===== src/design/mlm_pkg.sv =====
// Constants shared by the motor load measurement block
package mlm_pkg;
	// ----------------------------------------
	// Widths
	// ----------------------------------------
	localparam int unsigned ADDR_W = 3;
	localparam int unsigned DATA_W = 20;
	localparam int unsigned LOAD_W = 10;
	localparam int unsigned THR_W = 7;
	localparam int unsigned SUM_W = 12;
	localparam int unsigned EV_W = 2;
	// ----------------------------------------
	// Register offsets
	// ----------------------------------------
	localparam logic [ADDR_W-1:0] OFS_CONFIG = 3'h0;
	localparam logic [ADDR_W-1:0] OFS_LOAD = 3'h1;
	localparam logic [ADDR_W-1:0] OFS_INT_STATUS = 3'h2;
	localparam logic [ADDR_W-1:0] OFS_INT_CLEAR = 3'h3;
	localparam logic [ADDR_W-1:0] OFS_INT_ENABLE = 3'h4;
	// ----------------------------------------
	// Field positions
	// ----------------------------------------
	localparam int unsigned CFG_THR_LSB = 0;
	localparam int unsigned CFG_FILT_BIT = 8;
	localparam int unsigned LOAD_STALL_BIT = 16;
	localparam int unsigned EV_NEW_BIT = 0;
	localparam int unsigned EV_STALL_BIT = 1;
	// ----------------------------------------
	// Reset values and arithmetic
	// ----------------------------------------
	localparam logic [THR_W-1:0] RST_THR = 7'h00;
	localparam logic RST_FILT = 1'b0;
	localparam logic [LOAD_W-1:0] RST_LOAD = 10'h3FF;
	localparam logic [LOAD_W-1:0] LOAD_MAX = 10'h3FF;
	localparam int unsigned THR_SHIFT = 3;
	localparam logic [1:0] FILT_LAST = 2'h3;
	localparam int unsigned FILT_SHIFT = 2;
endpackage : mlm_pkg


===== src/design/mlm_meas_if.sv =====
// Carrier between load path and averaging filter
interface mlm_meas_if;
	logic sample_valid;
	logic [mlm_pkg::LOAD_W-1:0] sample;
	logic filt_en;
	logic result_valid;
	logic [mlm_pkg::LOAD_W-1:0] result;
	modport producer (output sample_valid, output sample, output filt_en, input result_valid, input result);
	modport filter (input sample_valid, input sample, input filt_en, output result_valid, output result);
endinterface : mlm_meas_if


===== src/design/mlm_top.sv =====
// Motor load measurement: threshold, filter, load value, stall flag, registers
// How it works
// - Signed seven-bit threshold shifts the load value; negative is more sensitive.
// - Filter bit set averages four measurements; clear reports each threshold-corrected measurement.
// - Load value is ten-bit unsigned 0..1023; larger means lighter load.
// - Load value refreshes once per full step when filtering is off.
// - Value falls with load and clamps at zero at maximum load.
// - Stall output goes high when the load value reads zero.
// - Control words are twenty bits; the load value reads back in one.
module mlm_top #(
	parameter int unsigned THR_SHIFT = mlm_pkg::THR_SHIFT
) (
	input wire logic clk_i,
	input wire logic reset_n_i,
	input wire logic full_step_i,
	input wire logic [mlm_pkg::LOAD_W-1:0] raw_measure_i,
	input wire logic [mlm_pkg::ADDR_W-1:0] reg_addr_i,
	input wire logic [mlm_pkg::DATA_W-1:0] reg_wdata_i,
	input wire logic reg_wr_i,
	input wire logic reg_rd_i,
	output logic [mlm_pkg::DATA_W-1:0] reg_rdata_o,
	output logic stall_flag_output_o,
	output logic irq_o
);
	logic [mlm_pkg::THR_W-1:0] load_sensitivity_threshold;
	logic [mlm_pkg::THR_W-1:0] next_threshold;
	logic load_filter_enable;
	logic next_filter_enable;
	logic [mlm_pkg::LOAD_W-1:0] load_value;
	logic [mlm_pkg::LOAD_W-1:0] next_load_value;
	logic stall;
	logic next_stall;
	logic [mlm_pkg::EV_W-1:0] int_status;
	logic [mlm_pkg::EV_W-1:0] next_int_status;
	logic [mlm_pkg::EV_W-1:0] int_enable;
	logic [mlm_pkg::EV_W-1:0] next_int_enable;
	logic [mlm_pkg::EV_W-1:0] events;
	logic [mlm_pkg::EV_W-1:0] clear_mask;
	logic [mlm_pkg::DATA_W-1:0] rdata;
	logic [mlm_pkg::DATA_W-1:0] next_rdata;
	logic signed [mlm_pkg::SUM_W-1:0] thr_ext;
	logic signed [mlm_pkg::SUM_W-1:0] offset;
	logic signed [mlm_pkg::SUM_W-1:0] sum;
	logic [mlm_pkg::LOAD_W-1:0] corrected;

	mlm_meas_if meas ();

	// ----------------------------------------
	// Decode helpers
	// ----------------------------------------
	// One decode so the stall flag and the stall event never disagree
	function automatic logic load_is_zero(input logic [mlm_pkg::LOAD_W-1:0] v);
		return v == '0;
	endfunction : load_is_zero

	// ----------------------------------------
	// Threshold correction per full step
	// ----------------------------------------
	always_comb begin
		thr_ext = {{(mlm_pkg::SUM_W-mlm_pkg::THR_W){load_sensitivity_threshold[mlm_pkg::THR_W-1]}},
			load_sensitivity_threshold};
		offset = thr_ext <<< THR_SHIFT;
		sum = $signed({2'h0, raw_measure_i}) + offset;
		// Saturate instead of wrapping so heavy load never reads as light load
		if (sum[mlm_pkg::SUM_W-1]) begin
			corrected = '0;
		end else if (sum > $signed({2'h0, mlm_pkg::LOAD_MAX})) begin
			corrected = mlm_pkg::LOAD_MAX;
		end else begin
			corrected = sum[mlm_pkg::LOAD_W-1:0];
		end
	end

	assign meas.sample_valid = full_step_i;
	assign meas.sample = corrected;
	assign meas.filt_en = load_filter_enable;

	mlm_filter u_filter (
		.clk_i(clk_i),
		.reset_n_i(reset_n_i),
		.m(meas.filter)
	);

	// ----------------------------------------
	// Load value, stall flag, events
	// ----------------------------------------
	always_comb begin
		next_load_value = load_value;
		next_stall = stall;
		events = '0;
		if (meas.result_valid) begin
			next_load_value = meas.result;
			next_stall = load_is_zero(meas.result);
			events[mlm_pkg::EV_NEW_BIT] = 1'b1;
			events[mlm_pkg::EV_STALL_BIT] = load_is_zero(meas.result) && !stall;
		end
	end

	// ----------------------------------------
	// Register port, twenty-bit words
	// ----------------------------------------
	always_comb begin
		next_threshold = load_sensitivity_threshold;
		next_filter_enable = load_filter_enable;
		next_int_enable = int_enable;
		clear_mask = '0;
		if (reg_wr_i) begin
			if (reg_addr_i == mlm_pkg::OFS_CONFIG) begin
				next_threshold = reg_wdata_i[mlm_pkg::CFG_THR_LSB +: mlm_pkg::THR_W];
				next_filter_enable = reg_wdata_i[mlm_pkg::CFG_FILT_BIT];
			end else if (reg_addr_i == mlm_pkg::OFS_INT_CLEAR) begin
				clear_mask = reg_wdata_i[mlm_pkg::EV_W-1:0];
			end else if (reg_addr_i == mlm_pkg::OFS_INT_ENABLE) begin
				next_int_enable = reg_wdata_i[mlm_pkg::EV_W-1:0];
			end
		end
		// New events win over a clear in the same cycle
		next_int_status = (int_status & ~clear_mask) | events;
		next_rdata = '0;
		if (reg_rd_i) begin
			if (reg_addr_i == mlm_pkg::OFS_CONFIG) begin
				next_rdata[mlm_pkg::CFG_THR_LSB +: mlm_pkg::THR_W] = load_sensitivity_threshold;
				next_rdata[mlm_pkg::CFG_FILT_BIT] = load_filter_enable;
			end else if (reg_addr_i == mlm_pkg::OFS_LOAD) begin
				next_rdata[mlm_pkg::LOAD_W-1:0] = load_value;
				next_rdata[mlm_pkg::LOAD_STALL_BIT] = stall;
			end else if (reg_addr_i == mlm_pkg::OFS_INT_STATUS) begin
				next_rdata[mlm_pkg::EV_W-1:0] = int_status;
			end else if (reg_addr_i == mlm_pkg::OFS_INT_ENABLE) begin
				next_rdata[mlm_pkg::EV_W-1:0] = int_enable;
			end
		end
	end

	always_ff @(posedge clk_i or negedge reset_n_i) begin
		if (!reset_n_i) begin
			load_sensitivity_threshold <= mlm_pkg::RST_THR;
			load_filter_enable <= mlm_pkg::RST_FILT;
			load_value <= mlm_pkg::RST_LOAD;
			stall <= 1'b0;
			int_status <= '0;
			int_enable <= '0;
			rdata <= '0;
		end else begin
			load_sensitivity_threshold <= next_threshold;
			load_filter_enable <= next_filter_enable;
			load_value <= next_load_value;
			stall <= next_stall;
			int_status <= next_int_status;
			int_enable <= next_int_enable;
			rdata <= next_rdata;
		end
	end

	assign reg_rdata_o = rdata;
	assign stall_flag_output_o = stall;
	assign irq_o = |(int_status & int_enable);

	// ----------------------------------------
	// Checks
	// ----------------------------------------
	AST_THRESHOLD_SIGN: assert property (@(posedge clk_i) disable iff (!reset_n_i)
		full_step_i && load_sensitivity_threshold[mlm_pkg::THR_W-1] |-> corrected <= raw_measure_i)
		else $error("Negative threshold not sign-extended");
	AST_CLAMP_ZERO: assert property (@(posedge clk_i) disable iff (!reset_n_i)
		full_step_i && sum < 0 |-> corrected == '0)
		else $error("Load value not clamped at zero");
	AST_CLAMP_TOP: assert property (@(posedge clk_i) disable iff (!reset_n_i)
		full_step_i && sum > $signed({2'h0, mlm_pkg::LOAD_MAX}) |-> corrected == mlm_pkg::LOAD_MAX)
		else $error("Load value not clamped at 1023");
	AST_STEP_REFRESH: assert property (@(posedge clk_i) disable iff (!reset_n_i)
		full_step_i && !load_filter_enable && !reg_wr_i |-> ##2 load_value == $past(corrected, 2))
		else $error("Load value not refreshed after full step");
	AST_STALL_OUT: assert property (@(posedge clk_i) disable iff (!reset_n_i)
		meas.result_valid |=> stall_flag_output_o == load_is_zero($past(meas.result)))
		else $error("Stall output does not follow zero load value");
	AST_STALL_EVENT: assert property (@(posedge clk_i) disable iff (!reset_n_i)
		meas.result_valid && load_is_zero(meas.result) && !stall |=> int_status[mlm_pkg::EV_STALL_BIT])
		else $error("Stall entry event not recorded");
	AST_LOAD_HOLD: assert property (@(posedge clk_i) disable iff (!reset_n_i)
		!meas.result_valid |=> $stable(load_value) && $stable(stall_flag_output_o))
		else $error("Load value changed without a new measurement");
	AST_READBACK: assert property (@(posedge clk_i) disable iff (!reset_n_i)
		reg_rd_i && reg_addr_i == mlm_pkg::OFS_LOAD |=> reg_rdata_o[mlm_pkg::LOAD_W-1:0] == $past(load_value))
		else $error("Load value read back wrong");
	AST_EVENT_WINS: assert property (@(posedge clk_i) disable iff (!reset_n_i)
		meas.result_valid |=> int_status[mlm_pkg::EV_NEW_BIT] && (irq_o == int_enable[mlm_pkg::EV_NEW_BIT] || int_status[1]))
		else $error("Event lost against clear");
	AST_IRQ_NEW: assert property (@(posedge clk_i) disable iff (!reset_n_i)
		meas.result_valid && int_enable[mlm_pkg::EV_NEW_BIT] && !reg_wr_i |=> irq_o)
		else $error("Enabled new value event raised no interrupt");

	// ----------------------------------------
	// Register port checks
	// ----------------------------------------
	AST_RDATA_IDLE: assert property (@(posedge clk_i) disable iff (!reset_n_i)
		!reg_rd_i |=> reg_rdata_o == '0)
		else $error("Read data present without a read");
	AST_CLEAR_READ_ZERO: assert property (@(posedge clk_i) disable iff (!reset_n_i)
		reg_rd_i && reg_addr_i == mlm_pkg::OFS_INT_CLEAR |=> reg_rdata_o == '0)
		else $error("Clear register reads nonzero");
	AST_CLEAR_BITS: assert property (@(posedge clk_i) disable iff (!reset_n_i)
		reg_wr_i && reg_addr_i == mlm_pkg::OFS_INT_CLEAR && !meas.result_valid
		|=> (int_status & $past(reg_wdata_i[mlm_pkg::EV_W-1:0])) == '0)
		else $error("Status bit survived its clear");
	AST_UNMAPPED_WRITE: assert property (@(posedge clk_i) disable iff (!reset_n_i)
		reg_wr_i && reg_addr_i > mlm_pkg::OFS_INT_ENABLE
		|=> $stable(load_sensitivity_threshold) && $stable(load_filter_enable) && $stable(int_enable))
		else $error("Write to unmapped index changed a register");

	// ----------------------------------------
	// Cover points
	// ----------------------------------------
	COV_STALL: cover property (@(posedge clk_i) disable iff (!reset_n_i) $rose(stall_flag_output_o));
	COV_IRQ: cover property (@(posedge clk_i) disable iff (!reset_n_i) $rose(irq_o));
	COV_NEG_THR: cover property (@(posedge clk_i) disable iff (!reset_n_i)
		full_step_i && load_sensitivity_threshold[mlm_pkg::THR_W-1]);
	COV_SET_AND_CLEAR: cover property (@(posedge clk_i) disable iff (!reset_n_i)
		meas.result_valid && reg_wr_i && reg_addr_i == mlm_pkg::OFS_INT_CLEAR);
endmodule : mlm_top


===== src/design/mlm_filter.sv =====
// Four-step averaging filter with bypass
module mlm_filter (
	input wire logic clk_i,
	input wire logic reset_n_i,
	mlm_meas_if.filter m
);
	logic [1:0] count;
	logic [1:0] next_count;
	logic [mlm_pkg::SUM_W-1:0] sum;
	logic [mlm_pkg::SUM_W-1:0] next_sum;
	logic [mlm_pkg::SUM_W-1:0] acc;
	logic valid;
	logic next_valid;
	logic [mlm_pkg::LOAD_W-1:0] result;
	logic [mlm_pkg::LOAD_W-1:0] next_result;

	// ----------------------------------------
	// Accumulate or bypass
	// ----------------------------------------
	always_comb begin
		acc = sum + {2'h0, m.sample};
		next_count = count;
		next_sum = sum;
		next_valid = 1'b0;
		next_result = result;
		if (!m.filt_en) begin
			// Restart block so the first filtered result has four fresh samples
			next_count = 2'h0;
			next_sum = '0;
			if (m.sample_valid) begin
				next_result = m.sample;
				next_valid = 1'b1;
			end
		end else if (m.sample_valid) begin
			if (count == mlm_pkg::FILT_LAST) begin
				next_result = acc[mlm_pkg::FILT_SHIFT +: mlm_pkg::LOAD_W];
				next_valid = 1'b1;
				next_count = 2'h0;
				next_sum = '0;
			end else begin
				next_count = count + 2'h1;
				next_sum = acc;
			end
		end
	end

	always_ff @(posedge clk_i or negedge reset_n_i) begin
		if (!reset_n_i) begin
			count <= 2'h0;
			sum <= '0;
			valid <= 1'b0;
			result <= mlm_pkg::RST_LOAD;
		end else begin
			count <= next_count;
			sum <= next_sum;
			valid <= next_valid;
			result <= next_result;
		end
	end

	assign m.result_valid = valid;
	assign m.result = result;

	// ----------------------------------------
	// Check history of the last three samples
	// ----------------------------------------
	// Kept apart from the accumulator so the mean check does not reuse it
	logic [mlm_pkg::LOAD_W-1:0] hist [3];
	logic [mlm_pkg::LOAD_W-1:0] next_hist [3];
	logic [mlm_pkg::SUM_W-1:0] hist_sum;

	always_comb begin
		next_hist = hist;
		if (m.sample_valid) begin
			next_hist[0] = m.sample;
			next_hist[1] = hist[0];
			next_hist[2] = hist[1];
		end
		hist_sum = {2'h0, hist[0]} + {2'h0, hist[1]} + {2'h0, hist[2]} + {2'h0, m.sample};
	end

	always_ff @(posedge clk_i or negedge reset_n_i) begin
		if (!reset_n_i) begin
			hist <= '{default: '0};
		end else begin
			hist <= next_hist;
		end
	end

	// ----------------------------------------
	// Checks
	// ----------------------------------------
	AST_UNFILTERED_PASS: assert property (@(posedge clk_i) disable iff (!reset_n_i)
		m.sample_valid && !m.filt_en |=> m.result_valid && m.result == $past(m.sample))
		else $error("Unfiltered sample not passed through");
	AST_FILTER_RATE: assert property (@(posedge clk_i) disable iff (!reset_n_i)
		m.sample_valid && m.filt_en && count != mlm_pkg::FILT_LAST |=> !m.result_valid)
		else $error("Filtered result before fourth step");
	AST_FILTER_MEAN: assert property (@(posedge clk_i) disable iff (!reset_n_i)
		m.sample_valid && m.filt_en && count == mlm_pkg::FILT_LAST
		|=> m.result_valid && m.result == $past(hist_sum[mlm_pkg::FILT_SHIFT +: mlm_pkg::LOAD_W]))
		else $error("Filtered result is not the mean of four");
	COV_FILTERED: cover property (@(posedge clk_i) disable iff (!reset_n_i) m.filt_en && m.result_valid);
endmodule : mlm_filter


===== config.mk =====
export PLATFORM = sky130hd
export DESIGN_NAME = mlm_top
export DESIGN_NICKNAME = d
export VERILOG_FILES = /design/src/design/mlm_pkg.sv /design/src/design/mlm_meas_if.sv /design/src/design/mlm_top.sv /design/src/design/mlm_filter.sv
export SDC_FILE = /design/constraint.sdc
export NUM_CORES = 1
export LEC_CHECK = 0
export BUFFER_PORTS_ARGS = -buffer_cell sky130_fd_sc_hd__clkbuf_2
export CAP_MARGIN = 20
export CORE_MARGIN = 5
export CORE_UTILIZATION = 40
export CTS_BUF_LIST = sky130_fd_sc_hd__clkbuf_4 sky130_fd_sc_hd__clkbuf_8
export DETAILED_ROUTE_END_ITERATION = 8
export PLACE_DENSITY_LB_ADDON = 0.25
export REMOVE_ABC_BUFFERS = 1
export SLEW_MARGIN = 20
export SYNTH_ARGS = -nofsm -noshare
export SYNTH_HDL_FRONTEND = slang
export SYNTH_HIERARCHICAL = 1
export SYNTH_SLANG_ARGS = --single-unit

===== constraint.sdc =====
create_clock -name clk_i -period 9.5 [get_ports clk_i]
set_input_delay 2.375 -clock clk_i [delete_from_list [all_inputs] [get_ports clk_i]]
set_output_delay 2.375 -clock clk_i [all_outputs]
set_load 0.01 [all_outputs]

Word level (Yosys, flattened, before mapping)
Index checks and enable logic that the tools add are counted.
{ "classes": {"n_addsub": 3, "order_cmp": 1, "eq_ne": 7, "muxes": 32, "n_bitwise": 6, "reduce_logical": 8} }
{ "op_table": {"columns": ["operator", "count"], "rows": [
  ["$mux W10", 7],
  ["$mux W12", 3],
  ["$mux W2", 10],
  ["$add A11 B10 Y12", 1],
  ["$add A12 B10 Y12", 1],
  ["$gt A12 B11 Y1 const B", 1],
  ["$logic_not A10 Y1", 1],
  ["$mux W1", 10],
  ["$mux W8", 1],
  ["$mux W7", 1],
  ["$eq A3 B2 Y1 const B", 2],
  ["$and A2 B2 Y2", 2],
  ["$reduce_and A2 Y1", 2],
  ["$reduce_and A4 Y1", 1],
  ["$eq A3 B1 Y1 const B", 1],
  ["$eq A3 B3 Y1 const B", 1],
  ["$logic_not A3 Y1", 1],
  ["$add A2 B1 Y2 const B", 1],
  ["$eq A2 B2 Y1 const B", 1],
  ["$ne A2 B1 Y1 const B", 1],
  ["$ne A2 B2 Y1 const B", 1],
  ["$not A1 Y1", 2],
  ["$not A2 Y2", 1],
  ["$or A2 B2 Y2", 1],
  ["3 further kinds", 3]
]} }
{ "totals": {"register_bits": 59, "input_bits": 38, "out_inout_bits": 22, "elab_cells": 68} }

Depth between registers and ports, before layout
Gate-level depths: netlist of run 1.
{ "logic_depth": {"word_depth": 8, "ltp_mapped": 17, "ltp_nobuf": 16} }

Hierarchy
Netlist of run 1, hierarchy kept.
{ "by_module_without_submodules": {"columns": ["mod", "n_inst", "cells_each", "area_per_inst_um2", "seq_area_each_um2"], "rows": [
  ["mlm_top", 1, 195, 2168.3, 863.3],
  ["mlm_filter", 1, 166, 1587.8, 638.1]
]} }

Worst setup path before layout of run 1
No wires, ideal clock.
{ "synth_timing": {"path_kind": "input -> register", "from": "input port raw_measure_i[3] (netlist bit)", "to": "register u_filter.result (netlist bit u_filter/m.result[8])", "setup_time_ns": 0.073, "arrival_time_ns": 5.583, "required_ns": 9.427, "path_slack_ns": 3.844, "stages": 17, "path_buffers": 1, "cell_sequence": "ha_1 > inv_1 > fa_1 > nor2b_4 > o2111ai_2 > a21boi_4 > or2_1 > buf_6 > o31ai_2 > ha_1 > fa_1 > a211oi_1 > o21bai_1 > a211oi_1 > xnor2_1 > mux2i_1 > a21oi_1"} }
{ "synth_via": {"elab_chain_cells": 8, "elab_cells_between_ends": 9, "classes_between": "add/sub: 2; order compare: 1; mux: 6"} }
{ "synth_rtl": {"columns": ["element", "line", "source"], "rows": [
  ["start, declared", "mlm_top.sv:16", "input wire logic [mlm_pkg::LOAD_W-1:0] raw_measure_i,"],
  ["$add A11 B10 Y12 (*)", "mlm_top.sv:63", "sum = $signed({2'h0, raw_measure_i}) + offset;"],
  ["$gt A12 B11 Y1", "mlm_top.sv:67", "end else if (sum > $signed({2'h0, mlm_pkg::LOAD_MAX})) begin"],
  ["$mux W10", "mlm_top.sv:67", null],
  ["$mux W10 (*)", "mlm_top.sv:65", "if (sum[mlm_pkg::SUM_W-1]) begin"],
  ["via corrected, one bit", "mlm_top.sv:44", "logic [mlm_pkg::LOAD_W-1:0] corrected;"],
  ["$add A12 B10 Y12 (*)", "mlm_filter.sv:21", "acc = sum + {2'h0, m.sample};"],
  ["$mux W10 (*)", "mlm_filter.sv:35", "if (count == mlm_pkg::FILT_LAST) begin"],
  ["$mux W10 (*)", "mlm_filter.sv:34", "end else if (m.sample_valid) begin"],
  ["$mux W10 (*)", "mlm_filter.sv:26", "if (!m.filt_en) begin"],
  ["end signal, assigned", "mlm_filter.sv:52", "result <= mlm_pkg::RST_LOAD;"],
  ["end signal, assigned", "mlm_filter.sv:57", "result <= next_result;"],
  ["end, declared", "mlm_filter.sv:14", "logic [mlm_pkg::LOAD_W-1:0] result;"]
]} }
Mark *: on every way through the listed nets, which the timed path passes. The rest lies on a longest branch. The select of a mux whose other input is x is not followed.
A chain may end at the register's enable or synchronous reset.

Worst setup path in the final report of run 1
Ends and elaborated chain as after synthesis.

==> flow_summary_export.csv, run 1 <==
group,metric,value,unit
critical_path,start_kind,"input pin",
clock_tree,cts.root.buffer_cell,"sky130_fd_sc_hd__clkbuf_8",
timing,slew_viol_final,0,
critical_path,timing_worst_setup_path_type,"in -> reg",
clock_tree,tritoncts,"built",
hold_path,hold_class,"reg -> reg",
clock_tree,path_clk_slew,60,ps
timing,slew_headroom,48.16,%
critical_path,worstPathArrival,6180,ps
cells_and_area,fin_area,4183,sq um
timing,final_min_period_over_clock_period,62.34,%
drt,number_of_drc_markers_after_the_initial_detailed_route_iteration,77,
critical_path,crit_path_max_fanout,8,
timing,finalHoldViolations,0,
clock_tree,numCtsBuffers,9,
drt,ant_nets,0,
drt,routed_length_per_instance,15.54,um
clock_tree,max_h_tree_level,3,
clock_tree,post_cts.repair.setup_buffers,0,
hold_path,hold_path_depth,2,
synth,yosys_most_used_dff,"sky130_fd_sc_hd__dfrtp_1",
drt,num_vias,2714,
synth,synth.lib_cells_used.distinct,70,
synth,synthesis.area,3756,sq um
floorplanning,design.core.area,9196,sq um
drt,number_of_remaining_drc_errors,0,
grt,antenna_found_initial,0,
critical_path,critPathCaptureType,"register",
grt,grt_remaining_overflow,0,
power,pwr_density_cell,261.9,nW/um^2
synth,fraction_of_synthesized_cell_area_taken_by_the_top_area_cell_type,25.98,%
synth,post_synth_edffs,0,
synth,synthesized_area_per_cell,10.40,sq um
timing,fmaxAchievable,0.1689,GHz
timing,period_minus_slack,5922,ps
drt,via_per_inst,5.301,
run,timing.max_cap.violations,0,
synth,synth.most_common_cell,"sky130_fd_sc_hd__dfrtp_1",
clock_tree,insertion_delay_to_the_later_sink_of_the_worst_skew_pair,340,ps
place,detailed_place_hpwl,5909,um
grt,wire_length_of_the_first_global_routing_pass,13400,um
timing,grt_setup_unrepaired,"no",
synth,synthTopCellsByCount,"sky130_fd_sc_hd__dfrtp_1, sky130_fd_sc_hd__nor2_1, sky130_fd_sc_hd__a21oi_1, sky130_fd_sc_hd__dfstp_2, sky130_fd_sc_hd__nand2_1",
timing,finalSetupViolCount,0,
synth,synth-seq-cells,59,
critical_path,worstPathRequired,9760,ps
grt,grt_pass1_vias,2700,
floorplanning,fp.dieH,106.9,um
power,worst_ir_drop_vdd,0.1157,mV
clock_tree,ctsResizeCount,0,
cells_and_area,layout-drive-gt1-share,27.93,%
floorplanning,overall_die_width,106.9,um
synth,yosysTopAreaCell,"sky130_fd_sc_hd__dfrtp_1",
clock_tree,cts_hold_buf,0,
floorplanning,top_level_ports,60,
timing,fin_worst_skew,7.472,ps
synth,synth_warnings,6,
timing,tightest_slew,774.3,ps
place,io_buffer_count,38,
run_status,run_status,"finished clean",
place,postPlaceCellArea,3966,sq um
timing,setup_tns,0,ps
clock_tree,cts_buffer_depth,2,
grt,grt_usage,14.91,%
floorplanning,initial_cell_density_of_the_core,40.84,%
synth,netlist_top_cells_area,"sky130_fd_sc_hd__dfrtp_1, sky130_fd_sc_hd__dfstp_2, sky130_fd_sc_hd__ha_1",
critical_path,worst_r2r_path_depth,16,
floorplanning,die_area,11430,sq um
clock_tree,clock-sinks,59,
synth,yosysSeqAreaShare,39.97,%
cells_and_area,synthToLayoutAreaGrowth,11.36,%
cells_and_area,n_antenna_cell,0,
synth,netlist_instances,361,
drt,drt-pass1-iter-count,4,
drt,totalWireLength,7954,um
place,gp_congestion,0.8544,
power,static-leakage-power,1.911,nW
cells_and_area,finish.net_count,455,
floorplanning,fp-row-count,35,
synth,synth-async-reset-ratio,100.0,%
grt,maximum_number_of_pins_on_one_net_before_global_route_repair,60,
-- sequential cells by signal, summed over array words and instances, names as in the netlist --
name	flops
u_filter/sum	12
int_status	2
load_value	10
int_enable	2
reg_rdata_o	11
load_filter_enable	1
u_filter/m.result_valid	1
u_filter/m.result	10
u_filter/count	2
load_sensitivity_threshold	7
stall_flag_output_o	1
-- layer usage --
layer	vias up	share of wire (%)	GRT usage [%]
met5	-	0	0
met4	0	0.77	4.384
met3	4	4.1	3.974
met2	47	46	23.25
met1	1293	49	20.36
li1	1370	-	-
-- worst max-delay path: stages --
cell and delay [ps]:
sky130_fd_sc_hd__clkbuf_2 90, sky130_fd_sc_hd__ha_1 190, sky130_fd_sc_hd__inv_1 60, sky130_fd_sc_hd__fa_1 430
sky130_fd_sc_hd__nor2b_4 150, sky130_fd_sc_hd__o2111ai_2 160, sky130_fd_sc_hd__a21boi_4 320, sky130_fd_sc_hd__or2_1 300
sky130_fd_sc_hd__o31ai_2 110, sky130_fd_sc_hd__ha_1 240, sky130_fd_sc_hd__fa_1 430, sky130_fd_sc_hd__a211oi_1 250
sky130_fd_sc_hd__o21bai_1 170, sky130_fd_sc_hd__a211oi_1 430, sky130_fd_sc_hd__xnor2_1 160, sky130_fd_sc_hd__mux2i_1 120
sky130_fd_sc_hd__a21oi_1 190
-- where the power goes --
part	internal, mW	switching (mW)	total (mW)
clock network	0.153	0.0984	0.251
registers	0.352	0.0601	0.412
logic	0.201	0.231	0.432
total	0.706	0.389	1.10
-- metrics by stage --
step	utilization (%)	power [mW]	cells	hold slack (ps)	setup slack [ps]
6_report	45.48	1.096	512	493.5	3578
5_1_grt	45.48	1.179	512	526.9	3338
4_1_cts	45.48	1.106	512	495.4	3584
3_5_place_dp	43.13	0.8493	496	486.1	3294
3_3_place_gp	43.13	0.8389	496	482.8	3350
2_1_floorplan	-	0.7350	345	456.3	3796
-- cells by family after synthesis --
family          after synthesis  share of synthesized area, %
simple gates                104                         15.36
compound gates               95                         18.39
flops                        59                         39.97
mux                          34                         10.39
buf+inv                      34                         5.363
fa+ha+maj                    21                         7.395
xor+xnor                     13                         3.031
other cells                   1                       0.09984
-- layout by cell type, fill, tap and decap left out, types with 7 or more instances in the layout --
cell / instances
sky130_fd_sc_hd__clkbuf_8: 9
sky130_fd_sc_hd__xnor2_1: 10
sky130_fd_sc_hd__conb_1: 9
sky130_fd_sc_hd__clkbuf_2: 38
sky130_fd_sc_hd__nor2b_1: 12
sky130_fd_sc_hd__ha_1: 19
sky130_fd_sc_hd__o21ai_0: 18
sky130_fd_sc_hd__a21o_1: 8
sky130_fd_sc_hd__mux2i_1: 15
sky130_fd_sc_hd__a21oi_1: 20
sky130_fd_sc_hd__dfstp_2: 20
sky130_fd_sc_hd__inv_1: 9
sky130_fd_sc_hd__mux2_4: 7
sky130_fd_sc_hd__nand3_1: 9
sky130_fd_sc_hd__nor2_1: 25
sky130_fd_sc_hd__nand2_1: 20
sky130_fd_sc_hd__dfrtp_1: 39
sky130_fd_sc_hd__mux2_2: 11
-- worst paths after layout --
kind	end	from	slack [ps]
min in group asynchronous	reg_rdata_o[2]	reset_n_i	2190
max in group asynchronous	u_filter/sum[6]	reset_n_i	6810
worst max-delay path	u_filter/m.result[8]	raw_measure_i[3]	3580
worst max register to register	u_filter/m.result[8]	load_sensitivity_threshold[0]	5210
worst min register to register	u_filter/m.result[1]	u_filter/m.result[1]	490
worst min-delay path	u_filter/m.result[1]	u_filter/m.result[1]	490
-- area by class of cell --
cell class | instances | area, sq um
Fill cell | 892 | 5014
Multi-Input combinational cell | 276 | 2083
Sequential cell | 59 | 1501
Timing Repair Buffer | 40 | 205.2
Clock buffer | 11 | 138.9
Tap cell | 111 | 138.9
Clock inverter | 5 | 77.57
Inverter | 10 | 37.54
No activity file was read; power rests on OpenSTA's default activity.
==> run 2: changes to the inputs <==
- clock period: 9.5 -> 6.09 ns (I/O delays scaled with it)
==> flow_summary_export.csv, run 2 (synthesis results as in run 1) <==
group,metric,value,unit
run_status,run_status,"finished clean",
floorplanning,design.core.area,9196,sq um
drt,ant_nets,0,
timing,period_minus_slack,5091,ps
cells_and_area,leading_cell_types_in_the_layout_fill_and_taps_excluded,"sky130_fd_sc_hd__dfrtp_1, sky130_fd_sc_hd__clkbuf_2, sky130_fd_sc_hd__nor2_1",
drt,via_per_inst,5.400,
place,io_buffer_count,38,
timing,tightest_slew,760.8,ps
cells_and_area,n_antenna_cell,0,
cells_and_area,post_layout_nonfiller_instances,512,
place,gp_congestion,0.8281,
power,static-leakage-power,1.889,nW
drt,number_of_drc_markers_after_the_initial_detailed_route_iteration,100,
drt,drt-pass1-iter-count,4,
timing,slew_viol_final,0,
critical_path,worstSetupStartpoint,"raw_measure_i[3]",
clock_tree,max_h_tree_level,3,
grt,grt_remaining_overflow,0,
timing,final_min_period_over_clock_period,83.60,%
power,worst_ir_drop_vdd,0.1881,mV
cells_and_area,max_reg_flops,12,
drt,num_vias,2765,
critical_path,timing_worst_setup_path_type,"in -> reg",
clock_tree,clock-sinks,59,
critical_path,cpMaxStageDelayCell,"sky130_fd_sc_hd__fa_1",
critical_path,start_kind,"input pin",
cells_and_area,synthToLayoutAreaGrowth,10.09,%
timing,fmaxAchievable,0.1964,GHz
clock_tree,tritoncts,"built",
drt,totalWireLength,8073,um
clock_tree,cts.root.buffer_cell,"sky130_fd_sc_hd__clkbuf_8",
place,numPlacedInstances,496,
critical_path,worstPathArrival,5340,ps
grt,grt_pass1_vias,2848,
critical_path,crit_path_max_fanout,8,
clock_tree,cts_buffer_depth,2,
grt,antenna_found_initial,0,
floorplanning,fp-row-count,35,
drt,number_of_remaining_drc_errors,0,
clock_tree,insertion_delay_to_the_later_sink_of_the_worst_skew_pair,330,ps
grt,grt_usage,14.83,%
hold_path,min_from,"u_filter/m.result[0]",
timing,setup_tns,0,ps
floorplanning,die_area,11430,sq um
cells_and_area,layout-drive-gt1-share,27.93,%
hold_path,hold_path_depth,2,
run,timing.max_cap.violations,0,
floorplanning,top_level_ports,60,
timing,slew_headroom,49.07,%
grt,wire_length_of_the_first_global_routing_pass,13540,um
place,detailed_place_hpwl,6084,um
critical_path,worst_r2r_path_depth,16,
timing,fin_worst_skew,12.50,ps
critical_path,worstPathRequired,6340,ps
cells_and_area,mostFrequentLayoutCell,"sky130_fd_sc_hd__dfrtp_1",
critical_path,ordered_list_of_cells_on_the_worst_path,"clkbuf_2, ha_1, inv_1, fa_1, nor2b_4, o2111ai_2, a21boi_4, or2_1, o31ai_2, ha_1, fa_1, a211oi_1, o21bai_1, a211oi_1, xnor2_1, mux2i_1, a21oi_1",
critical_path,critPathCaptureType,"register",
floorplanning,initial_cell_density_of_the_core,40.84,%
clock_tree,path_clk_slew,70,ps
timing,grt_setup_unrepaired,"no",
floorplanning,fp.dieH,106.9,um
floorplanning,overall_die_width,106.9,um
critical_path,regToRegStartpoint,"load_sensitivity_threshold[0]",
clock_tree,post_cts.repair.setup_buffers,0,
clock_tree,cts_hold_buf,0,
clock_tree,numCtsBuffers,9,
grt,maximum_number_of_pins_on_one_net_before_global_route_repair,60,
clock_tree,ctsResizeCount,0,
cells_and_area,most_flop_heavy_register,"u_filter/sum",
drt,routed_length_per_instance,15.77,um
hold_path,hold_class,"reg -> reg",
critical_path,slowest_delay,440,ps
timing,finalSetupViolCount,0,
timing,finalHoldViolations,0,
power,pwr_density_cell,392.9,nW/um^2
cells_and_area,finish.net_count,455,
run 2: final timing paths:
kind | end | slack, ps
min reg2reg | u_filter/m.result[0] | 510
max in group asynchronous | u_filter/sum[0] | 4250
min in group asynchronous | reg_rdata_o[5] | 1320
max | u_filter/m.result[8] | 1000
max reg2reg | u_filter/m.result[8] | 1810
min | u_filter/m.result[0] | 510
run 2: through the flow:
step | util, % | worst slack, ps | hold WS (ps) | power, mW | cell area [sq um]
floorplan | - | 1238 | 456.3 | 1.147 | 3622
global placement | 43.13 | 803.4 | 482.4 | 1.307 | 3966
detailed placement | 43.13 | 719.2 | 495.8 | 1.329 | 3966
CTS | 44.97 | 1026 | 504.7 | 1.646 | 4135
global route | 44.97 | 748.3 | 524.7 | 1.753 | 4135
finish | 44.97 | 998.6 | 505.4 | 1.625 | 4135
run 2: per-layer routing:
metal  part of all wire, %  vias up  track usage, %
li1                      -     1369               -
met1                    47     1327           19.42
met2                    47       56           24.19
met3                   4.0       13           2.890
met4                   2.3        0           5.753
met5                     0        -               0
run 2: report_power, final:
part / internal, mW / leakage (nW) / switching (mW)
logic: 0.314 / 1.08 / 0.363
registers: 0.549 / 0.720 / 0.0935
clock network: 0.146 / 0.0887 / 0.158
total: 1.01 / 1.89 / 0.615
run 2: final cells by class:
cell class	count	area, sq um
multi-input combinational	276	2083
clock inverter	7	45.04
fill	916	5061
sequential	59	1501
clock buffer	9	123.9
tap	111	138.9
timing repair buffer	40	205.2
inverter	10	37.54
run 2: worst max-delay path, delay by kind of cell:
kind,cells,cell delay [ps]
adder cells (fa/ha/maj),4,1320
AO/OA/AOI/OAI,7,1610
AND/OR/NAND/NOR,2,450
buffers and inverters,2,150
multiplexers,1,120
XOR/XNOR,1,170
==> run 3: changes to the inputs <==
- clock period: 6.09 -> 5.2 ns (I/O delays scaled with it)
==> flow_summary_export.csv, run 3 (synthesis results as in run 1) <==
group,metric,value,unit
drt,routed_length_per_instance,15.73,um
clock_tree,cts.root.buffer_cell,"sky130_fd_sc_hd__clkbuf_8",
cells_and_area,finish.net_count,457,
timing,fmaxAchievable,0.2124,GHz
grt,maximum_number_of_pins_on_one_net_before_global_route_repair,60,
cells_and_area,post_layout_nonfiller_instances,514,
power,power_frac_clock,23.6,%
clock_tree,ctsResizeCount,0,
power,worst_ir_drop_vdd,0.2252,mV
clock_tree,clock-sinks,59,
clock_tree,post_cts.repair.setup_buffers,0,
floorplanning,overall_die_width,106.9,um
drt,via_per_inst,5.500,
cells_and_area,fin_area,4214,sq um
place,io_buffer_count,38,
critical_path,worstPathRequired,5460,ps
clock_tree,insertion_delay_to_the_later_sink_of_the_worst_skew_pair,330,ps
clock_tree,max_h_tree_level,3,
floorplanning,design.core.area,9196,sq um
hold_path,hold_class,"reg -> reg",
floorplanning,fp-row-count,35,
cells_and_area,n_antenna_cell,0,
cells_and_area,final_core_util,45.82,%
drt,ant_nets,0,
cells_and_area,leading_cell_types_in_the_layout_fill_and_taps_excluded,"sky130_fd_sc_hd__dfrtp_1, sky130_fd_sc_hd__clkbuf_2, sky130_fd_sc_hd__nor2_1",
clock_tree,cts_hold_buf,0,
run,timing.max_cap.violations,0,
power,power_switching_share,35.41,%
power,power.sequential.fraction,37.1,%
grt,grt_remaining_overflow,0,
cells_and_area,mostFrequentLayoutCell,"sky130_fd_sc_hd__dfrtp_1",
timing,final_min_period_over_clock_period,90.52,%
floorplanning,fp.dieH,106.9,um
timing,slew_headroom,48.47,%
power,cell_internal_pwr,1.316,mW
grt,antenna_found_initial,0,
place,postPlaceCellArea,3981,sq um
clock_tree,numCtsBuffers,9,
timing,tightest_slew,769.6,ps
drt,drt-pass1-iter-count,4,
run_status,run_status,"finished clean",
cells_and_area,most_flop_heavy_register,"u_filter/sum",
timing,finalHoldViolations,0,
drt,number_of_remaining_drc_errors,0,
timing,slew_viol_final,0,
critical_path,start_kind,"input pin",
place,detailed_place_hpwl,6023,um
power,pwr_density_cell,483.6,nW/um^2
timing,grt_setup_unrepaired,"no",
grt,grt_pass1_vias,2848,
power,power_after_layout,2.038,mW
critical_path,critPathCaptureType,"register",
grt,grt_usage,15.14,%
drt,number_of_drc_markers_after_the_initial_detailed_route_iteration,108,
critical_path,worstPathArrival,4960,ps
cells_and_area,synthToLayoutAreaGrowth,12.19,%
drt,totalWireLength,8087,um
critical_path,timing_worst_setup_path_type,"in -> reg",
clock_tree,cts_buffer_depth,2,
power,static-leakage-power,1.931,nW
floorplanning,die_area,11430,sq um
timing,setup_tns,0,ps
floorplanning,initial_cell_density_of_the_core,40.84,%
power,power.switching,721.6,uW
timing,period_minus_slack,4707,ps
clock_tree,tritoncts,"built",
cells_and_area,layout-drive-gt1-share,28.29,%
place,numPlacedInstances,498,
timing,finalSetupViolCount,0,
drt,num_vias,2827,
floorplanning,top_level_ports,60,
timing,fin_worst_skew,12.64,ps
place,gp_congestion,0.8365,
cells_and_area,max_reg_flops,12,
critical_path,crit_path_max_fanout,8,
clock_tree,path_clk_slew,60,ps
power,pwr-share-comb,39.3,%
grt,wire_length_of_the_first_global_routing_pass,13780,um
## run 3: cell count changes in the layout (fill, tap and decap cells not counted)
| cell | before | now |
|---|---|---|
| sky130_fd_sc_hd__clkinv_4 | 2 | 1 |
| sky130_fd_sc_hd__clkinv_2 | 4 | 1 |
| sky130_fd_sc_hd__buf_4 | 2 | 4 |
| sky130_fd_sc_hd__clkinvlp_4 | 1 | 0 |
| sky130_fd_sc_hd__bufinv_16 | 0 | 2 |
| sky130_fd_sc_hd__clkbuf_8 | 9 | 11 |
| sky130_fd_sc_hd__clkbuf_4 | 0 | 1 |
## run 3: layout make-up
class | instances | area (sq um)
inverters | 10 | 37.54
well taps | 111 | 138.9
clock inverters | 4 | 73.82
clock buffers | 12 | 158.9
repair buffers | 42 | 220.2
multi-input cells | 276 | 2083
fillers | 888 | 4982
flip-flops and latches | 59 | 1501
## run 3: power groups by stage
stage | Combinational [mW] | Sequential (mW) | Clock (mW)
after global routing | 0.893 | 0.775 | 0.517
after detailed placement | 0.794 | 0.763 | 0
after CTS | 0.799 | 0.756 | 0.492
after global placement | 0.776 | 0.759 | 0
after floorplan | 0.611 | 0.732 | 0
final | 0.801 | 0.755 | 0.482
## run 3: routing by layer
layer | track usage [%] | vias to the layer above | part of all wire, %
met3 | 3.251 | 13 | 3.5
li1 | - | 1371 | -
met4 | 5.936 | 0 | 2.0
met1 | 20.53 | 1386 | 49
met5 | 0 | - | 0
met2 | 23.61 | 57 | 46
## run 3: worst max-delay path: stages
cell and delay (ps):
sky130_fd_sc_hd__clkbuf_2 90, sky130_fd_sc_hd__ha_1 190, sky130_fd_sc_hd__inv_1 70, sky130_fd_sc_hd__fa_1 430, sky130_fd_sc_hd__nor2b_4 150, sky130_fd_sc_hd__o2111ai_2 170
sky130_fd_sc_hd__a21boi_4 330, sky130_fd_sc_hd__or2_1 190, sky130_fd_sc_hd__o31ai_2 90, sky130_fd_sc_hd__ha_1 260, sky130_fd_sc_hd__fa_1 430, sky130_fd_sc_hd__a211oi_1 230
sky130_fd_sc_hd__o21bai_1 160, sky130_fd_sc_hd__a211oi_1 420, sky130_fd_sc_hd__xnor2_1 190, sky130_fd_sc_hd__mux2i_1 110, sky130_fd_sc_hd__a21oi_1 160
## run 3: path summary, 6_finish.rpt
path	startpoint	to	slack [ps]	cells after the start
min in group asynchronous	reset_n_i	reg_rdata_o[5]	1100	2
hold / removal	u_filter/m.result[2]	u_filter/m.result[2]	500	2
setup / recovery	raw_measure_i[3]	u_filter/m.result[8]	490	17
max in group asynchronous	reset_n_i	u_filter/sum[9]	3590	2
setup reg to reg	load_sensitivity_threshold[0]	u_filter/m.result[8]	1070	16
hold reg to reg	u_filter/m.result[2]	u_filter/m.result[2]	500	2
## run 3: through the flow
step / hold WS, ps / worst slack, ps
2_1_floorplan: 456.3 / 570.7
3_3_place_gp: 479.2 / 262.4
3_5_place_dp: 488.9 / 179.6
4_1_cts: 498.1 / 504.7
5_1_grt: 517.5 / 149.4
6_report: 498.9 / 492.9
